### src/hdl/ffa_defs.vh
// Constants for the fault flag aggregator: register offsets, field positions,
// reset values and limits. Assumes inclusion by bare name from hdl/ files.
`ifndef FFA_DEFS_VH
`define FFA_DEFS_VH

// Register offsets on the serial register port
`define FFA_ADDR_W          8
`define FFA_DATA_W          16
`define FFA_OFS_ANGLE       8'h20
`define FFA_OFS_ERR         8'h24
`define FFA_OFS_WARN        8'h26
`define FFA_OFS_CTRL        8'h28
`define FFA_OFS_ERR_MASK    8'h2a
`define FFA_OFS_WARN_MASK   8'h2c
`define FFA_OFS_CFG         8'h2e

// Error register bit positions
`define FFA_ERR_W           10
`define FFA_ERR_SUPPLY      0
`define FFA_ERR_ANALOG      1
`define FFA_ERR_FIELD_LO    2
`define FFA_ERR_OSC         3
`define FFA_ERR_MEM_UNC     4
`define FFA_ERR_LOCK        5
`define FFA_ERR_ZERO        6
`define FFA_ERR_RESET       7
`define FFA_ERR_QUAD        8
`define FFA_ERR_AVG         9
// Sticky error bits: reset occurred, quadrature, averaging
`define FFA_ERR_STICKY      10'h380
`define FFA_ERR_RESET_VAL   10'h080

// Warning register bit positions
`define FFA_WARN_W          7
`define FFA_WARN_FIELD_HI   0
`define FFA_WARN_TEMP       1
`define FFA_WARN_MEM_COR    2
`define FFA_WARN_TURNS_OV   3
`define FFA_WARN_VELOCITY   4
`define FFA_WARN_IFACE      5
`define FFA_WARN_CHECKSUM   6
// Sticky warning bits: correctable memory, velocity, interface, checksum
`define FFA_WARN_STICKY     7'h74

// Angle register layout
`define FFA_ANG_W           12
`define FFA_ANG_UV          12
`define FFA_ANG_EF          13

// Control register: clear turns overflow and turns count
`define FFA_CTRL_TURNS_CLR  0

// Configuration register fields and reset value
`define FFA_CFG_LO_LSB      0
`define FFA_CFG_LO_MSB      5
`define FFA_CFG_HI_LSB      6
`define FFA_CFG_HI_MSB      11
`define FFA_CFG_RATE_LSB    12
`define FFA_CFG_RATE_MSB    14
`define FFA_CFG_CKSUM_EN    15
`define FFA_CFG_RESET       16'h094d

// Field threshold step shifts (16 G and 32 G steps)
`define FFA_FIELD_W         12
`define FFA_LO_STEP_SH      4
`define FFA_HI_STEP_SH      5

// Angle limits: 135 degrees of a 4096-count turn, quadrant field
`define FFA_VEL_LIMIT       12'h600
`define FFA_QUAD_MSB        11
`define FFA_QUAD_LSB        10
`define FFA_QUAD_LAST       2'h3
`define FFA_QUAD_FIRST      2'h0
`define FFA_QUAD_MAX_SEEN   3'h2

// Turns counter saturation
`define FFA_TURNS_W         10
`define FFA_TURNS_MAX       10'h100
`define FFA_TURNS_MIN       10'h300

// Serial packet lengths in clock edges
`define FFA_EDGE_W          6
`define FFA_PKT16_EDGES     6'h10
`define FFA_PKT20_EDGES     6'h14

// Averaging sample counter width
`define FFA_AVG_CNT_W       8

`endif

### src/hdl/ffa_sync.v
// Input synchroniser for asynchronous detector levels, one lane per bit.
// Assumes levels that stay stable at least two clock periods to be seen.
`timescale 1ns/1ns
module ffa_sync #(
    parameter WIDTH = 8
) (
    input  wire             clock,
    input  wire             rst,
    input  wire [WIDTH-1:0] async_in,
    output wire [WIDTH-1:0] sync_out
);

    genvar i;
    generate
        for (i = 0; i < WIDTH; i = i + 1) begin : g_lane
            reg s1_r;
            reg s2_r;
            reg s3_r;
            reg out_r;
            // Three stages; accept a change only once stages two and three agree
            always @(posedge clock or posedge rst) begin
                if (rst) begin
                    s1_r  <= 1'b0;
                    s2_r  <= 1'b0;
                    s3_r  <= 1'b0;
                    out_r <= 1'b0;
                end else begin
                    s1_r <= async_in[i];
                    s2_r <= s1_r;
                    s3_r <= s2_r;
                    if (s2_r == s3_r) begin
                        out_r <= s3_r;
                    end
                end
            end
            assign sync_out[i] = out_r;
        end
    endgenerate

endmodule

### src/hdl/ffa_top.v
// Fault flag aggregator: gathers monitor indications into error, warning
// and angle summary registers read over the serial register port.
// Assumes the serial front end delivers one-cycle read/write strobes on this
// clock and packet reports; analog detectors arrive as asynchronous levels.
//
// Contract
// Any unmasked flag active sets the general error bit in the angle register.
// Every status, warning and error flag is readable on the serial register port.
// Supply low sets its error bit, undervoltage summary and general error.
// Field above programmable high threshold raises the field-high warning.
// Field below programmable low threshold raises the field-low error.
// Temperature outside detectable limits sets the temperature-range warning.
// Oscillator cross-check discrepancy sets the oscillator fault error bit.
// Corrected single-bit memory error sets the correctable-memory warning.
// Multi-bit memory error sets the uncorrectable-memory error bit.
// Path mismatch, saturation or lock loss set integrity or lock-loss bits.
// After power loss the reset-occurred error bit is set.
// A skipped quadrature output state sets the quadrature-integrity error.
// Analog regulator drift sets its bit, undervoltage summary and general error.
// Turns count saturating beyond 256 rotations sets the turns-overflow warning.
// Angle move over 135 degrees between turns updates sets velocity warning.
// Samples spanning over two quadrants in one averaging period set averaging error.
// Wrong edge count or leading one in a packet sets the interface warning.
// Failed checksum on 20-bit packets with checking enabled sets checksum warning.
// Turns overflow stays set until cleared through the control register.
// Detector inputs are synchronised; flags update on edges for consistent reads.
`timescale 1ns/1ns
`include "ffa_defs.vh"
module ffa_top #(
    parameter DET_W = 9
) (
    input  wire                    clock,
    input  wire                    rst,
    // Asynchronous detector levels
    input  wire                    supply_low_flag,
    input  wire                    analog_regulator_low,
    input  wire                    temp_out_of_range,
    input  wire                    osc_discrepancy,
    input  wire                    mem_single_corrected,
    input  wire                    mem_multi_detected,
    input  wire                    loop_unlocked,
    input  wire                    zero_crossing_mismatch,
    input  wire                    path_saturated,
    // Same-clock signal path
    input  wire [`FFA_FIELD_W-1:0] field_mag,
    input  wire [`FFA_ANG_W-1:0]   angle_in,
    input  wire                    angle_sample,
    input  wire                    turns_update,
    input  wire                    quad_a,
    input  wire                    quad_b,
    // Serial packet reports
    input  wire                    pkt_done,
    input  wire [`FFA_EDGE_W-1:0]  pkt_edges,
    input  wire                    pkt_msb,
    input  wire                    pkt_crc_ok,
    // Serial register port
    input  wire                    reg_rd,
    input  wire                    reg_wr,
    input  wire [`FFA_ADDR_W-1:0]  reg_addr,
    input  wire [`FFA_DATA_W-1:0]  reg_wdata,
    output reg  [`FFA_DATA_W-1:0]  reg_rdata_r,
    output reg                     reg_rvalid_r,
    output reg                     general_error_flag_r
);

    // Synchronised detector levels
    wire [DET_W-1:0] det_sync;

    ffa_sync #(
        .WIDTH    (DET_W)
    ) u_sync (
        .clock    (clock),
        .rst      (rst),
        .async_in ({path_saturated, zero_crossing_mismatch, loop_unlocked,
                    mem_multi_detected, mem_single_corrected, osc_discrepancy,
                    temp_out_of_range, analog_regulator_low, supply_low_flag}),
        .sync_out (det_sync)
    );

    wire s_supply = det_sync[0];
    wire s_analog = det_sync[1];
    wire s_temp   = det_sync[2];
    wire s_osc    = det_sync[3];
    wire s_mcor   = det_sync[4];
    wire s_munc   = det_sync[5];
    wire s_unlock = det_sync[6];
    wire s_zero   = det_sync[7];
    wire s_sat    = det_sync[8];

    // State registers
    reg [`FFA_ERR_W-1:0]   err_r;
    reg [`FFA_ERR_W-1:0]   err_nxt;
    reg [`FFA_WARN_W-1:0]  warn_r;
    reg [`FFA_WARN_W-1:0]  warn_nxt;
    reg [`FFA_ERR_W-1:0]   err_mask_r;
    reg [`FFA_WARN_W-1:0]  warn_mask_r;
    reg [`FFA_DATA_W-1:0]  cfg_r;
    reg [`FFA_ANG_W-1:0]   angle_r;
    reg                    uv_sum_r;
    reg [`FFA_ANG_W-1:0]   turn_angle_r;
    reg [`FFA_TURNS_W-1:0] turns_r;
    reg [`FFA_TURNS_W-1:0] turns_nxt;
    reg [3:0]              quad_seen_r;
    reg [`FFA_AVG_CNT_W-1:0] avg_cnt_r;
    reg [1:0]              quad_prev_r;
    reg                    quad_live_r;

    // Configuration fields
    wire [5:0] thr_lo = cfg_r[`FFA_CFG_LO_MSB:`FFA_CFG_LO_LSB];
    wire [5:0] thr_hi = cfg_r[`FFA_CFG_HI_MSB:`FFA_CFG_HI_LSB];
    wire [2:0] avg_rate = cfg_r[`FFA_CFG_RATE_MSB:`FFA_CFG_RATE_LSB];
    wire       cksum_en = cfg_r[`FFA_CFG_CKSUM_EN];

    // Field limits scaled to gauss; a zero threshold disables the check
    wire [`FFA_FIELD_W-1:0] lim_lo = {2'h0, thr_lo, 4'h0};
    wire [`FFA_FIELD_W-1:0] lim_hi = {1'h0, thr_hi, 5'h00};
    wire field_low  = (thr_lo != 6'h00) && (field_mag < lim_lo);
    wire field_high = (thr_hi != 6'h00) && (field_mag > lim_hi);

    // Quadrature step check: both lines changing at once is a skipped state
    wire [1:0] quad_now  = {quad_a, quad_b};
    wire       quad_skip = quad_live_r && ((quad_now ^ quad_prev_r) == 2'h3);

    // Velocity between turns updates, with wrap-around distance
    wire [`FFA_ANG_W-1:0] ang_delta = angle_in - turn_angle_r;
    wire [`FFA_ANG_W-1:0] ang_dist  = ang_delta[`FFA_ANG_W-1] ?
                                      (~ang_delta + 12'h001) : ang_delta;
    wire vel_excess = turns_update && (ang_dist > `FFA_VEL_LIMIT);

    // Full-turn crossings from quadrant transitions at turns updates
    wire [1:0] q_new  = angle_in[`FFA_QUAD_MSB:`FFA_QUAD_LSB];
    wire [1:0] q_old  = turn_angle_r[`FFA_QUAD_MSB:`FFA_QUAD_LSB];
    wire turn_fwd = turns_update && (q_old == `FFA_QUAD_LAST) && (q_new == `FFA_QUAD_FIRST);
    wire turn_rev = turns_update && (q_old == `FFA_QUAD_FIRST) && (q_new == `FFA_QUAD_LAST);
    wire turns_sat_hit = (turn_fwd && (turns_r == `FFA_TURNS_MAX)) ||
                         (turn_rev && (turns_r == `FFA_TURNS_MIN));

    // Averaging period: quadrants seen, period length two to the rate
    wire [3:0] quad_onehot = 4'h1 << angle_in[`FFA_QUAD_MSB:`FFA_QUAD_LSB];
    wire [3:0] seen_nxt    = quad_seen_r | quad_onehot;
    wire [2:0] seen_count  = {2'h0, seen_nxt[0]} + {2'h0, seen_nxt[1]} +
                             {2'h0, seen_nxt[2]} + {2'h0, seen_nxt[3]};
    wire [`FFA_AVG_CNT_W-1:0] avg_last = (8'h01 << avg_rate) - 8'h01;
    wire avg_end   = angle_sample && (avg_cnt_r == avg_last);
    wire avg_fault = avg_end && (seen_count > `FFA_QUAD_MAX_SEEN);

    // Packet checks
    wire edges_bad = (pkt_edges != `FFA_PKT16_EDGES) && (pkt_edges != `FFA_PKT20_EDGES);
    wire pkt_iface = pkt_done && (edges_bad || pkt_msb);
    wire pkt_cksum = pkt_done && cksum_en && (pkt_edges == `FFA_PKT20_EDGES) &&
                     !pkt_crc_ok;

    // Register writes
    wire wr_err   = reg_wr && (reg_addr == `FFA_OFS_ERR);
    wire wr_warn  = reg_wr && (reg_addr == `FFA_OFS_WARN);
    wire wr_ctrl  = reg_wr && (reg_addr == `FFA_OFS_CTRL);
    wire turns_clr = wr_ctrl && reg_wdata[`FFA_CTRL_TURNS_CLR];

    // Next error flags: live bits follow detectors, sticky bits set over clear
    always @* begin
        err_nxt = err_r;
        if (wr_err) begin
            err_nxt = err_r & ~(reg_wdata[`FFA_ERR_W-1:0] & `FFA_ERR_STICKY);
        end
        err_nxt[`FFA_ERR_SUPPLY]   = s_supply;
        err_nxt[`FFA_ERR_ANALOG]   = s_analog;
        err_nxt[`FFA_ERR_FIELD_LO] = field_low;
        err_nxt[`FFA_ERR_OSC]      = s_osc;
        err_nxt[`FFA_ERR_MEM_UNC]  = s_munc;
        err_nxt[`FFA_ERR_LOCK]     = s_unlock;
        err_nxt[`FFA_ERR_ZERO]     = s_zero | s_sat;
        if (quad_skip) begin
            err_nxt[`FFA_ERR_QUAD] = 1'b1;
        end
        if (avg_fault) begin
            err_nxt[`FFA_ERR_AVG] = 1'b1;
        end
    end

    // Next warning flags, same scheme
    always @* begin
        warn_nxt = warn_r;
        if (wr_warn) begin
            warn_nxt = warn_r & ~(reg_wdata[`FFA_WARN_W-1:0] & `FFA_WARN_STICKY);
        end
        if (turns_clr) begin
            warn_nxt[`FFA_WARN_TURNS_OV] = 1'b0;
        end
        warn_nxt[`FFA_WARN_FIELD_HI] = field_high;
        warn_nxt[`FFA_WARN_TEMP]     = s_temp;
        if (s_mcor) begin
            warn_nxt[`FFA_WARN_MEM_COR] = 1'b1;
        end
        if (turns_sat_hit) begin
            warn_nxt[`FFA_WARN_TURNS_OV] = 1'b1;
        end
        if (vel_excess) begin
            warn_nxt[`FFA_WARN_VELOCITY] = 1'b1;
        end
        if (pkt_iface) begin
            warn_nxt[`FFA_WARN_IFACE] = 1'b1;
        end
        if (pkt_cksum) begin
            warn_nxt[`FFA_WARN_CHECKSUM] = 1'b1;
        end
    end

    // Turns count, saturating at both ends, cleared from control
    always @* begin
        turns_nxt = turns_r;
        if (turns_clr) begin
            turns_nxt = {`FFA_TURNS_W{1'b0}};
        end else if (turn_fwd && (turns_r != `FFA_TURNS_MAX)) begin
            turns_nxt = turns_r + 10'h001;
        end else if (turn_rev && (turns_r != `FFA_TURNS_MIN)) begin
            turns_nxt = turns_r - 10'h001;
        end
    end

    // Unmasked summaries computed from next flag values
    wire uv_nxt = (err_nxt[`FFA_ERR_SUPPLY] & ~err_mask_r[`FFA_ERR_SUPPLY]) |
                  (err_nxt[`FFA_ERR_ANALOG] & ~err_mask_r[`FFA_ERR_ANALOG]);
    wire ef_nxt = (|(err_nxt & ~err_mask_r)) | (|(warn_nxt & ~warn_mask_r));

    // Flag, summary and tracking state
    always @(posedge clock or posedge rst) begin
        if (rst) begin
            err_r                <= `FFA_ERR_RESET_VAL;
            warn_r               <= {`FFA_WARN_W{1'b0}};
            uv_sum_r             <= 1'b0;
            general_error_flag_r <= 1'b1;
            turns_r              <= {`FFA_TURNS_W{1'b0}};
            turn_angle_r         <= {`FFA_ANG_W{1'b0}};
            angle_r              <= {`FFA_ANG_W{1'b0}};
            quad_prev_r          <= 2'h0;
            quad_live_r          <= 1'b0;
            quad_seen_r          <= 4'h0;
            avg_cnt_r            <= {`FFA_AVG_CNT_W{1'b0}};
        end else begin
            err_r                <= err_nxt;
            warn_r               <= warn_nxt;
            uv_sum_r             <= uv_nxt;
            general_error_flag_r <= ef_nxt;
            turns_r              <= turns_nxt;
            quad_prev_r          <= quad_now;
            quad_live_r          <= 1'b1;
            if (turns_update) begin
                turn_angle_r <= angle_in;
            end
            if (angle_sample) begin
                angle_r <= angle_in;
                if (avg_end) begin
                    quad_seen_r <= 4'h0;
                    avg_cnt_r   <= {`FFA_AVG_CNT_W{1'b0}};
                end else begin
                    quad_seen_r <= seen_nxt;
                    avg_cnt_r   <= avg_cnt_r + 8'h01;
                end
            end
        end
    end

    // Host-writable mask and configuration registers
    always @(posedge clock or posedge rst) begin
        if (rst) begin
            err_mask_r  <= {`FFA_ERR_W{1'b0}};
            warn_mask_r <= {`FFA_WARN_W{1'b0}};
            cfg_r       <= `FFA_CFG_RESET;
        end else if (reg_wr) begin
            if (reg_addr == `FFA_OFS_ERR_MASK) begin
                err_mask_r <= reg_wdata[`FFA_ERR_W-1:0];
            end
            if (reg_addr == `FFA_OFS_WARN_MASK) begin
                warn_mask_r <= reg_wdata[`FFA_WARN_W-1:0];
            end
            if (reg_addr == `FFA_OFS_CFG) begin
                cfg_r <= reg_wdata;
            end
        end
    end

    // Read multiplexer over the registered snapshot
    reg [`FFA_DATA_W-1:0] rd_mux;
    always @* begin
        rd_mux = {`FFA_DATA_W{1'b0}};
        case (reg_addr)
            `FFA_OFS_ANGLE: begin
                rd_mux[`FFA_ANG_W-1:0] = angle_r;
                rd_mux[`FFA_ANG_UV]    = uv_sum_r;
                rd_mux[`FFA_ANG_EF]    = general_error_flag_r;
            end
            `FFA_OFS_ERR: begin
                rd_mux[`FFA_ERR_W-1:0] = err_r;
            end
            `FFA_OFS_WARN: begin
                rd_mux[`FFA_WARN_W-1:0] = warn_r;
            end
            `FFA_OFS_ERR_MASK: begin
                rd_mux[`FFA_ERR_W-1:0] = err_mask_r;
            end
            `FFA_OFS_WARN_MASK: begin
                rd_mux[`FFA_WARN_W-1:0] = warn_mask_r;
            end
            `FFA_OFS_CFG: begin
                rd_mux = cfg_r;
            end
            default: begin
                rd_mux = {`FFA_DATA_W{1'b0}};
            end
        endcase
    end

    // Read answer one cycle after the strobe
    always @(posedge clock or posedge rst) begin
        if (rst) begin
            reg_rdata_r  <= {`FFA_DATA_W{1'b0}};
            reg_rvalid_r <= 1'b0;
        end else begin
            reg_rvalid_r <= reg_rd;
            if (reg_rd) begin
                reg_rdata_r <= rd_mux;
            end
        end
    end

endmodule

### config.mk
export PLATFORM = sky130hd
export DESIGN_NAME = ffa_top
export DESIGN_NICKNAME = d
export VERILOG_FILES = /design/src/hdl/ffa_sync.v /design/src/hdl/ffa_top.v
export VERILOG_INCLUDE_DIRS = /design/src /design/src/hdl
export SDC_FILE = /design/constraint.sdc
export NUM_CORES = 1
export LEC_CHECK = 0
export BUFFER_PORTS_ARGS = -buffer_cell sky130_fd_sc_hd__clkbuf_2
export CAP_MARGIN = 25
export CORE_MARGIN = 2
export CORE_UTILIZATION = 47
export CTS_CLUSTER_DIAMETER = 50
export CTS_CLUSTER_SIZE = 25
export DETAILED_ROUTE_END_ITERATION = 10
export HOLD_SLACK_MARGIN = 0.08
export PLACE_DENSITY = 0.73
export SLEW_MARGIN = 20
export SYNTH_ARGS = -nofsm -noshare
export SYNTH_HDL_FRONTEND = slang
export SYNTH_SLANG_ARGS = --single-unit
### constraint.sdc
create_clock -name clock -period 5.61 [get_ports clock]
set_clock_uncertainty 0.1 [all_clocks]
set_input_delay 0.8415 -clock clock [delete_from_list [all_inputs] [get_ports clock]]
set_output_delay 0.8415 -clock clock [all_outputs]
set_load 0.05 [all_outputs]
==> results.md, run 1 <==
* Leading area contributor after synthesis: sky130_fd_sc_hd__dfrtp_1
* Endpoint type of the worst setup path: flop
* Initial cell density of the core at 0.485
* Wire length per cell after detailed routing at 17.1 um
* Synth cell types at 81
* Antenna fix cells at 0
* Post-layout net count at approximately 1000
* Final WL at 18700 um
* Vias in the first global route at 6026
* Status: completed
* Tcrit/Tclk final at 0.701
* Number of warnings issued by yosys at 0
* Number of vias per cell at ~5.6
* Pre-CTS setup slack at slightly above 1 ns
* Number of buffers inserted during clock tree synthesis at 17
* Area growth syn-to-layout at 16.1%
* Weighted congestion at the end of routability-driven global placement at approximately 0.85
* Seq/Total Area, Yosys at 0.477
* Data arrival time of the critical path at 4.19 ns
* Die Footprint at 0.0183 mm^2
* Number of sinks on the clock net at 154
* Number of synthesized flops with an enable pin at 0
* Leading cell type in the layout, fill and taps excluded: sky130_fd_sc_hd__dfrtp_1
* Worst slew slack as a fraction of its limit at 0.432
* Share of async-settable or async-resettable flops after synthesis at 1.00
* Layout cells sized above 1 at 0.239
* Final hold viol count at 0
* Minimum period implied by the final worst setup slack at 3.93 ns
* Tightest Pin Transition at 0.852 ns
* Die width at 135 um
* Most common flop cell mapped by yosys: sky130_fd_sc_hd__dfrtp_1
* Data required, critical path at 5.87 ns
* Peak ir drop on the vdd network at 0.263 mV
* Die outline height at 135 um
* Worst Hold Slack at 0.245 ns
* Total gr overflow at 0
* Power density over the cells at 356 mW/mm^2
* Count of maximum capacitance violations at 0
* Std-Cell Core Area at 0.0167 mm^2
* Syn_nets at 886
* First-pass GRT wire length at around 30000 um
* Mean cell area of the mapped netlist at 10.5 um^2
* HPWL after detailed placement at 13600 um
* Hold crit path type: reg -> reg
* Highest clock rate at 254 MHz
* Number of port buffers at 91
* Number of vias after detailed routing at 6127
* Worst-Skew Late Latency at 0.44 ns
* Clock tree root driver cell: sky130_fd_sc_hd__clkbuf_16
* RSZ-0062 raised after global routing: false
* Max H-tree Level at 4
* Clock slew at reported path FFs at 0.07 ns
* Standard-cell rows at 47
* Final setup TNS at 0 ns
* Count of mapped cells out of synthesis at 773
* Detail Route Antenna Nets at 0
* Highest-count cells in the layout ignoring fill and taps: sky130_fd_sc_hd__dfrtp_1, sky130_fd_sc_hd__clkbuf_2, sky130_fd_sc_hd__inv_1
* Number of top-level pins at around 90
* Drt first-iter violations at 289
* Iteration count of the initial detailed-routing pass at 5
* Hold Buf Count CTS at 0
* Initial antenna violation count at 0
* Min setup slack post-route at 1.68 ns
* Top post-synthesis cells by area: sky130_fd_sc_hd__dfrtp_1, sky130_fd_sc_hd__mux2_2, sky130_fd_sc_hd__ha_1
* DRC errors left at 0
* Clock tree from TritonCTS: yes
* CTS max path bufs at 2
* Number of gates resized after CTS at 0
* Pin count of the biggest net entering global routing at about 110
* Leakage power total at 0.00427 uW
* Synth Register Bits at 154
* Share of Yosys cell area claimed by the top area cell type at 0.451
* GRT Util Overall at 0.216
* Maximum fanout along the worst path at 27
* Final Setup Violations at 0
* Classification of the worst setup path: in -> reg
* Mapped Area at 0.00809 mm^2
* Post-CTS Setup Bufs at 0
* Final number of max-transition violations at 0
* CP Launch Type: input pin
per-stage QoR:
stage,util,cells,total power (uW),instance area (um^2)
6_report,0.562,1096,3350,9390
5_1_grt,0.562,1096,3540,9390
4_1_cts,0.562,1095,3360,9390
3_5_place_dp,0.524,1063,2170,8760
3_3_place_gp,0.524,1062,2140,8750
2_1_floorplan,-,773,1960,8090
layer usage:
| metal | global-route usage | share of wire | routed length [um] |
|---|---|---|---|
| met4 | 0.0885 | 0.025 | 467 |
| met2 | 0.354 | 0.48 | 9030 |
| met1 | 0.284 | 0.45 | 8510 |
| met5 | 0 | 0 | 0 |
| met3 | 0.0397 | 0.038 | 712 |
synth_stat cells, drive strengths merged (5+ instances only):
cell    instances
xor2           14
o22ai          10
xnor2          16
nand2          49
maj3            9
buf            10
o221ai          5
o21a            5
or3             5
a21oi          36
nor3           14
mux2i          14
and2            5
nand2b          7
nand4           8
nor2           59
inv            62
a22oi          13
a21o            7
nor4            8
dfstp           8
nand3          17
dfrtp         146
o21ai          43
mux2           52
ha             36
nor2b           9
or2             5
clkbuf         18
a211oi          8
cell type report:
type	count	area (um^2)
fill	1456	7310
multi-input combinational	529	3870
sequential	154	3860
timing repair buffer	99	513
clock buffer	17	425
tap	220	275
inverter	62	240
clock inverter	15	201
worst max-delay path: stages:
cell and delay (ns):
sky130_fd_sc_hd__clkbuf_2 0.41, sky130_fd_sc_hd__nand3_1 0.12, sky130_fd_sc_hd__nor2_1 0.20, sky130_fd_sc_hd__o21ai_0 0.19, sky130_fd_sc_hd__buf_2 0.21, sky130_fd_sc_hd__ha_1 0.27, sky130_fd_sc_hd__a21o_1 0.18, sky130_fd_sc_hd__a21oi_1 0.20
sky130_fd_sc_hd__nand2b_1 0.13, sky130_fd_sc_hd__a21boi_0 0.10, sky130_fd_sc_hd__o41a_1 0.36, sky130_fd_sc_hd__a21o_1 0.19, sky130_fd_sc_hd__a21oi_1 0.19, sky130_fd_sc_hd__mux4_2 0.51, sky130_fd_sc_hd__nor2_1 0.09
where the power goes:
part	leakage (uW)	total, uW	internal, uW	switching (uW)
Sequential	0.00188	1340	1240	102
Clock	0.000302	1190	647	541
Combinational	0.00209	820	364	456
cells by family (layout without fill, tap and decap cells):
family	after synthesis	in the layout	synth area share
AND/OR/NAND/NOR	209	209	0.130
AO/OA/AOI/OAI	173	173	0.147
flip-flops	154	154	0.477
buffers and inverters	90	193	0.0438
multiplexers	67	67	0.0925
adder cells (fa/ha/maj)	48	48	0.0742
XOR/XNOR	31	31	0.0353
other	1	1	0.000463
registers in the layout, summed over array words and instances (netlist names), 4 cells and up:
signal and cells:
cfg_r 16, reg_rdata_r 16, angle_r 12, turn_angle_r 12, err_mask_r 10, err_r 10, turns_r 10, u_sync.g_lane.out_r 9
u_sync.g_lane.s1_r 9, u_sync.g_lane.s2_r 9, u_sync.g_lane.s3_r 9, avg_cnt_r 8, warn_mask_r 7, warn_r 7, quad_seen_r 4
worst paths after layout:
path,startpoint,end,slack [ns],depth (start not counted)
worst max-delay path,turns_update,turns_r[9]$_DFFE_PP0P_,1.68,15
worst min-delay path,u_sync.g_lane[1].s1_r$_DFF_PP0_,u_sync.g_lane[1].s2_r$_DFF_PP0_,0.25,0
worst max register to register,turns_r[3]$_DFFE_PP0P_,turns_r[9]$_DFFE_PP0P_,1.72,14
worst min register to register,u_sync.g_lane[1].s1_r$_DFF_PP0_,u_sync.g_lane[1].s2_r$_DFF_PP0_,0.25,0
max in group asynchronous,rst,cfg_r[11]$_DFFE_PP1P_,3.88,3
min in group asynchronous,rst,turn_angle_r[4]$_DFFE_PP0P_,0.35,2
No activity file was read; power rests on OpenSTA's default activity.
==> inputs of run 2 (changes only) <==
PLACE_DENSITY = 0.76   (was 0.73)
clock period = 3.23 ns   (was 5.61 ns; I/O delays follow)
==> run 2 against run 1 <==
  * The flow now finishes with violations (setup timing)
  * Count of clock-buffer cells in the layout rose by 1
  * Combinational power rose by 120%
  * Wire length rose by 4.9%
  * Power rose by 84%
  * Final area rose by 6.5%
  * Die area did not move
  * Hold slack got worse by 0.058 ns
  * Global-route usage rose by 1.2 points
  * Sequential share of layout area fell by 2.5 points
  * Critical path depth fell by 2
  * Setup slack got worse by 1.8 ns
  * Critical path type is now reg -> reg
  * Largest cell class unchanged
==> results.md, run 2 (synthesis gave the netlist of run 1 again) <==
* Final WL at roughly 20000 um
* First-pass GRT wire length at about 33000 um
* Leakage power total at roughly 0.0046 uW
* Clock slew at reported path FFs at 0.07 ns
* Die outline height at between 100 and 150 um
* Final core occ at 0.599
* Weighted congestion at the end of routability-driven global placement at 0.871
* Number of vias after detailed routing at between 6000 and 7000
* Initial cell density of the core at 0.485
* Clock tree root driver cell: sky130_fd_sc_hd__clkbuf_16
* Power density over the cells at between 600 and 700 mW/mm^2
* Die Footprint at approximately 0.018 mm^2
* Number of buffers inserted during clock tree synthesis at 17
* Classification of the worst setup path: reg -> reg
* Antenna fix cells at 0
* Pin count of the biggest net entering global routing at 104
* Hold crit path type: in -> reg
* Setup crit start: turns_r[6]$_DFFE_PP0P_
* FF-to-FF Start: turns_r[6]$_DFFE_PP0P_
* Final Setup Violations at 1
* Highest clock rate at around 300 MHz
* Number of vias per cell at 5.52
* Status: finished, violations left
* Tightest Pin Transition at 0.778 ns
* Die width at between 100 and 150 um
* Number of top-level pins at 92
* Leading cell type in the layout, fill and taps excluded: sky130_fd_sc_hd__dfrtp_1
* Standard-cell rows at 47
* Initial antenna violation count at 0
* Critical Path Sink: turns_r[9]$_DFFE_PP0P_
* Violated checks: setup timing
* CP Launch Type: flop
* Total gr overflow at 0
* GRT Util Overall at 0.228
* Endpoint type of the worst setup path: flop
* Minimum period implied by the final worst setup slack at around 3.3 ns
* Tcrit/Tclk final at 1.02
* Number of filler instances in the final layout at 1381
* Max H-tree Level at 4
* Detail Route Antenna Nets at 0
* DRC errors left at 0
* Drt first-iter violations at roughly 400
* Layout cells sized above 1 at 0.295
* RSZ-0062 raised after global routing: true
* Clock tree from TritonCTS: yes
* CTS max path bufs at 2
* Maximum fanout along the worst path at 3
* Count of maximum capacitance violations at 0
* Final number of max-transition violations at 0
* Largest registers: cfg_r (16), reg_rdata_r (16)
* Pre-CTS setup slack at -0.234 ns
* Worst-Skew Late Latency at approximately 0.43 ns
* Wire length per cell after detailed routing at 16.9 um
* Peak ir drop on the vdd network at roughly 0.56 mV
* Final hold viol count at 0
* Std-Cell Core Area at roughly 0.017 mm^2
* Number of sinks on the clock net at 154
* Highest-count cells in the layout ignoring fill and taps: sky130_fd_sc_hd__dfrtp_1, sky130_fd_sc_hd__clkbuf_2, sky130_fd_sc_hd__buf_4
* Worst slew slack as a fraction of its limit at 0.480
* Vias in the first global route at between 6000 and 7000
* R2R depth at 13
* Min setup slack post-route at -0.0779 ns
* R2r endpoint: turns_r[9]$_DFFE_PP0P_
* Worst Hold Slack at 0.187 ns
* HPWL after detailed placement at ~14000 um
* Iteration count of the initial detailed-routing pass at 4
* Number of port buffers at 91
* Data arrival time of the critical path at approximately 3.6 ns
* Data required, critical path at 3.49 ns
* Hold path startpoint: reg_wdata[11]
* Reg2reg setup slack at -0.08 ns
* Post-layout net count at between 1000 and 1500
* Area growth syn-to-layout at 23.6%
run 2: cell count changes in the layout (fill, tap and decap cells not counted), sizes merged:
| cell | previous run | this run |
|---|---|---|
| buf | 8 | 63 |
| dlygate4sd3 | 0 | 12 |
| clkinv | 6 | 4 |
| bufinv | 1 | 2 |
| clkbuf | 108 | 109 |
| clkinvlp | 1 | 2 |
| inv | 69 | 68 |
run 2: critical path, cell delays in order (launching register included):
cell                       delay (ns)
sky130_fd_sc_hd__dfrtp_1         0.39
sky130_fd_sc_hd__nor4_2          0.32
sky130_fd_sc_hd__nand4b_1        0.22
sky130_fd_sc_hd__o21ai_4         0.25
sky130_fd_sc_hd__ha_4            0.23
sky130_fd_sc_hd__a21o_1          0.16
sky130_fd_sc_hd__a21oi_2         0.15
sky130_fd_sc_hd__nand2b_4        0.14
sky130_fd_sc_hd__a21boi_2        0.05
sky130_fd_sc_hd__o41a_1          0.32
sky130_fd_sc_hd__a21o_1          0.17
sky130_fd_sc_hd__a21oi_2         0.14
sky130_fd_sc_hd__mux4_2          0.50
sky130_fd_sc_hd__nor2_1          0.10
run 2: metrics by stage:
| stage | setup TNS, ns | cell area [um^2] | total power, uW | std cells |
|---|---|---|---|---|
| after floorplan | -0.120 | 8120 | 3430 | 773 |
| after global placement | -0.126 | 9180 | 3940 | 1115 |
| after detailed placement | -0.416 | 9180 | 4000 | 1115 |
| after CTS | -0.0923 | 9930 | 6110 | 1160 |
| after global routing | -0.494 | 10000 | 6530 | 1163 |
| final | -0.0779 | 10000 | 6160 | 1163 |
run 2: timing repair:
action	CTS	global route
setup buffers	2	2
hold buffers	11	1
endpoints found under the hold margin	14	1
resized for setup	6	11
pin swaps	9	7
setup endpoints to repair	3	5
run 2: layout make-up:
class | count | area, um^2 | share of cell area
multi-input combinational | 529 | 3960 | 0.396
clock buffer | 18 | 429 | 0.0429
clock inverter | 14 | 175 | 0.0175
timing repair buffer | 166 | 1060 | 0.106
sequential | 154 | 3860 | 0.386
inverter | 62 | 236 | 0.0236
tap | 220 | 275 | 0.0275
run 2: routing by layer:
metal,routed length (um),track usage
met1,8610,0.293
met2,9630,0.377
met4,542,0.0862
met5,0,0
met3,856,0.0520
run 2: how the worst min path moves through the flow:
stage / to / slack, ns / depth (start not counted)
finish: cfg_r[11]$_DFFE_PP1P_ / 0.19 / 2
global route: cfg_r[13]$_DFFE_PP0P_ / 0.18 / 2
CTS: quad_prev_r[0]$_DFF_PP0_ / 0.08 / 1
detailed placement: u_sync.g_lane[3].s2_r$_DFF_PP0_ / 0.23 / 0
global placement: u_sync.g_lane[8].s2_r$_DFF_PP0_ / 0.23 / 0
floorplan: u_sync.g_lane[0].s2_r$_DFF_PP0_ / 0.23 / 0
run 2: power by group:
| group | switching [uW] | total, uW | leakage [uW] | internal, uW |
|---|---|---|---|---|
| sequential | 162 | 2310 | 0.00188 | 2150 |
| clock | 862 | 2030 | 0.000294 | 1170 |
| combinational | 917 | 1820 | 0.00242 | 902 |
==> inputs of run 3 (changes only) <==
CTS_CLUSTER_DIAMETER = 200   (was 50)
PLACE_DENSITY = 0.69   (was 0.76)
==> run 3 against run 2 <==
  * The run still ends with setup timing left
  * Global-route usage is 0.36 points lower
  * Combinational power is 3% lower
  * Sequential power hardly changed
  * Final area hardly changed
  * Via count is 1.1% lower
  * Cell count is 0.86% higher
  * Clock power is 7% lower
  * Largest cell class unchanged
==> results.md, run 3 (synthesis gave the netlist of run 1 again) <==
* Status: finished, violations left
* Violated checks: setup timing
* HPWL after detailed placement at roughly 14000 um
* Number of top-level pins at 92
* Final core occ at 0.599
* First-pass GRT wire length at between 30000 and 40000 um
* Instance count along the most critical hold path at 1
* Tcrit/Tclk final at 1.04
* CP cell instances: nor4_2 > nand4b_1 > o21ai_4 > ha_4 > a21o_1 > a21oi_2 > nand2b_4 > a21boi_2 > o41a_1 > a21o_1 > a21oi_2 > mux4_2 > nor2_2
* R2r endpoint: turns_r[9]$_DFFE_PP0P_
* Final WL at approximately 19000 um
* Met2 track demand over resource in global routing at 0.373
* Hold path startpoint: quad_b
* CP Launch Type: flop
* Number of vias per cell at 5.41
* Max stage delay on crit path at about 0.5 ns
* Highest clock rate at about 300 MHz
* Layout Cells excl Fill at 1173
* Final number of max-transition violations at 0
* Critical path's slowest cell: sky130_fd_sc_hd__mux4_2
* R2R depth at 13
* Final hold viol count at 0
* Pin count of the biggest net entering global routing at between 40 and 50
* Largest delay share family, worst path: compound AO/OA/AOI/OAI gates
* Power density over the cells at 597 mW/mm^2
* Weighted congestion at the end of routability-driven global placement at 0.906
* Data arrival time of the critical path at around 3.6 ns
* Worst-Skew Late Latency at 0.43 ns
* Met3 usage at 0.0378
* Highest-count cells in the layout ignoring fill and taps: sky130_fd_sc_hd__dfrtp_1, sky130_fd_sc_hd__clkbuf_2, sky130_fd_sc_hd__buf_4
* Vias in the first global route at 6481
* CTS max path bufs at 2
* Endpoint type of the worst setup path: flop
* Initial cell density of the core at 0.485
* Die outline height at 135 um
* Min-Delay Endpoint: quad_prev_r[0]$_DFF_PP0_
* Classification of the worst setup path: reg -> reg
* GRT busiest layer: met2
* Tightest Pin Transition at 0.890 ns
* Clock slew at reported path FFs at ~0.07 ns
* Layout cells sized above 1 at 0.299
* Final Setup Violations at 1
* Setup crit start: turns_r[6]$_DFFE_PP0P_
* Hold crit path type: in -> reg
* Final setup TNS at -0.120 ns
* Worst slew slack as a fraction of its limit at 0.406
* Reg2reg setup slack at -0.12 ns
* Design Power at 5970 uW
* Antenna fix cells at 0
* Iteration count of the initial detailed-routing pass at 5
* Min setup slack post-route at -0.120 ns
* Standard-cell rows at between 40 and 50
* Number of filler instances in the final layout at 1406
* Total gr overflow at 0
* Minimum period implied by the final worst setup slack at about 3.3 ns
* Count of maximum capacitance violations at 0
* Maximum fanout along the worst path at 4
* Placed cell count at 1123
* Clock tree root driver cell: sky130_fd_sc_hd__clkbuf_16
* Peak ir drop on the vdd network at between 0.4 and 0.5 mV
* Data required, critical path at 3.49 ns
* Number of port buffers at just over 90
* Number of sinks on the clock net at 154
* Drt first-iter violations at about 430
* Post-layout net count at 1053
* Wire length per cell after detailed routing at 16.5 um
* Largest registers: cfg_r (16), reg_rdata_r (16)
* Die Footprint at 0.0183 mm^2
* Crit path buffers/inverters at 0
* RSZ-0062 raised after global routing: true
* Met1 Use GR at 0.301
* Area growth syn-to-layout at 23.7%
* Number of buffers inserted during clock tree synthesis at 17
* Leakage power total at around 0.0046 uW
* Clock tree from TritonCTS: yes
* Number of vias after detailed routing at 6345
* Std-Cell Core Area at 0.0167 mm^2
* FF-to-FF Start: turns_r[6]$_DFFE_PP0P_
* Max H-tree Level at 4
* Leading cell type in the layout, fill and taps excluded: sky130_fd_sc_hd__dfrtp_1
* DRC errors left at 0
* Detail Route Antenna Nets at 0
* GRT Util Overall at 0.224
* Initial antenna violation count at 0
* Die width at 135 um
-- run 3: changes by cell type in the layout (fill, tap and decap cells not counted), sizes merged --
cell and delta:
buf +13, clkinvlp +3, dlygate4sd3 -3, bufinv -2
clkinv -1
-- run 3: worst max-delay path by stage --
stage / end / slack [ns] / depth (start not counted)
5_1_grt: turns_r[9]$_DFFE_PP0P_ / -0.34 / 13
3_5_place_dp: turns_r[9]$_DFFE_PP0P_ / -0.18 / 13
2_1_floorplan: turns_r[9]$_DFFE_PP0P_ / -0.12 / 13
4_1_cts: turns_r[9]$_DFFE_PP0P_ / -0.05 / 13
3_3_place_gp: turns_r[9]$_DFFE_PP0P_ / -0.16 / 13
6_report: turns_r[9]$_DFFE_PP0P_ / -0.12 / 13
-- run 3: timing repair --
item	in CTS	in global routing
resized for setup	3	7
setup endpoints to repair	3	4
endpoints found under the hold margin	9	0
pin swaps	8	5
hold buffers	9	0
buffers inserted	6	3
-- run 3: worst reg2reg max path, cell delays in order (launching register included) --
cell,delay (ns)
sky130_fd_sc_hd__dfrtp_1,0.40
sky130_fd_sc_hd__nor4_2,0.31
sky130_fd_sc_hd__nand4b_1,0.22
sky130_fd_sc_hd__o21ai_4,0.26
sky130_fd_sc_hd__ha_4,0.23
sky130_fd_sc_hd__a21o_1,0.16
sky130_fd_sc_hd__a21oi_2,0.15
sky130_fd_sc_hd__nand2b_4,0.14
sky130_fd_sc_hd__a21boi_2,0.05
sky130_fd_sc_hd__o41a_1,0.34
sky130_fd_sc_hd__a21o_1,0.18
sky130_fd_sc_hd__a21oi_2,0.15
sky130_fd_sc_hd__mux4_2,0.51
sky130_fd_sc_hd__nor2_2,0.09
-- run 3: metrics by stage --
stage | hold slack [ns] | setup slack, ns | instance area, um^2
2_1_floorplan | 0.231 | -0.120 | 8120
3_3_place_gp | 0.233 | -0.158 | 9250
3_5_place_dp | 0.235 | -0.181 | 9250
4_1_cts | 0.0849 | -0.0500 | 9970
5_1_grt | 0.0855 | -0.340 | 10000
6_report | 0.0955 | -0.120 | 10000
-- run 3: area by class of cell --
class                           instances  area [um^2]  area share
Clock buffer                           18          429      0.0429
Clock inverter                         14          131      0.0131
Inverter                               62          236      0.0236
Multi-Input combinational cell        529         3930       0.393
Sequential cell                       154         3860       0.386
Tap cell                              220          275      0.0275
Timing Repair Buffer                  176         1140       0.114
-- run 3: per-layer routing --
metal  vias to the layer above  wire length [um]
met1                      3068              8850
li1                       3105                 -
met5                         -                 0
met3                        25               744
met4                         0               320
met2                       147              9420
-- run 3: where the power goes --
group	leakage [uW]	internal, uW	total, uW	switching [uW]
combinational	0.00247	892	1770	878
sequential	0.00188	2150	2310	163
clock	0.000264	1020	1890	878
total	0.00461	4060	5970	1920
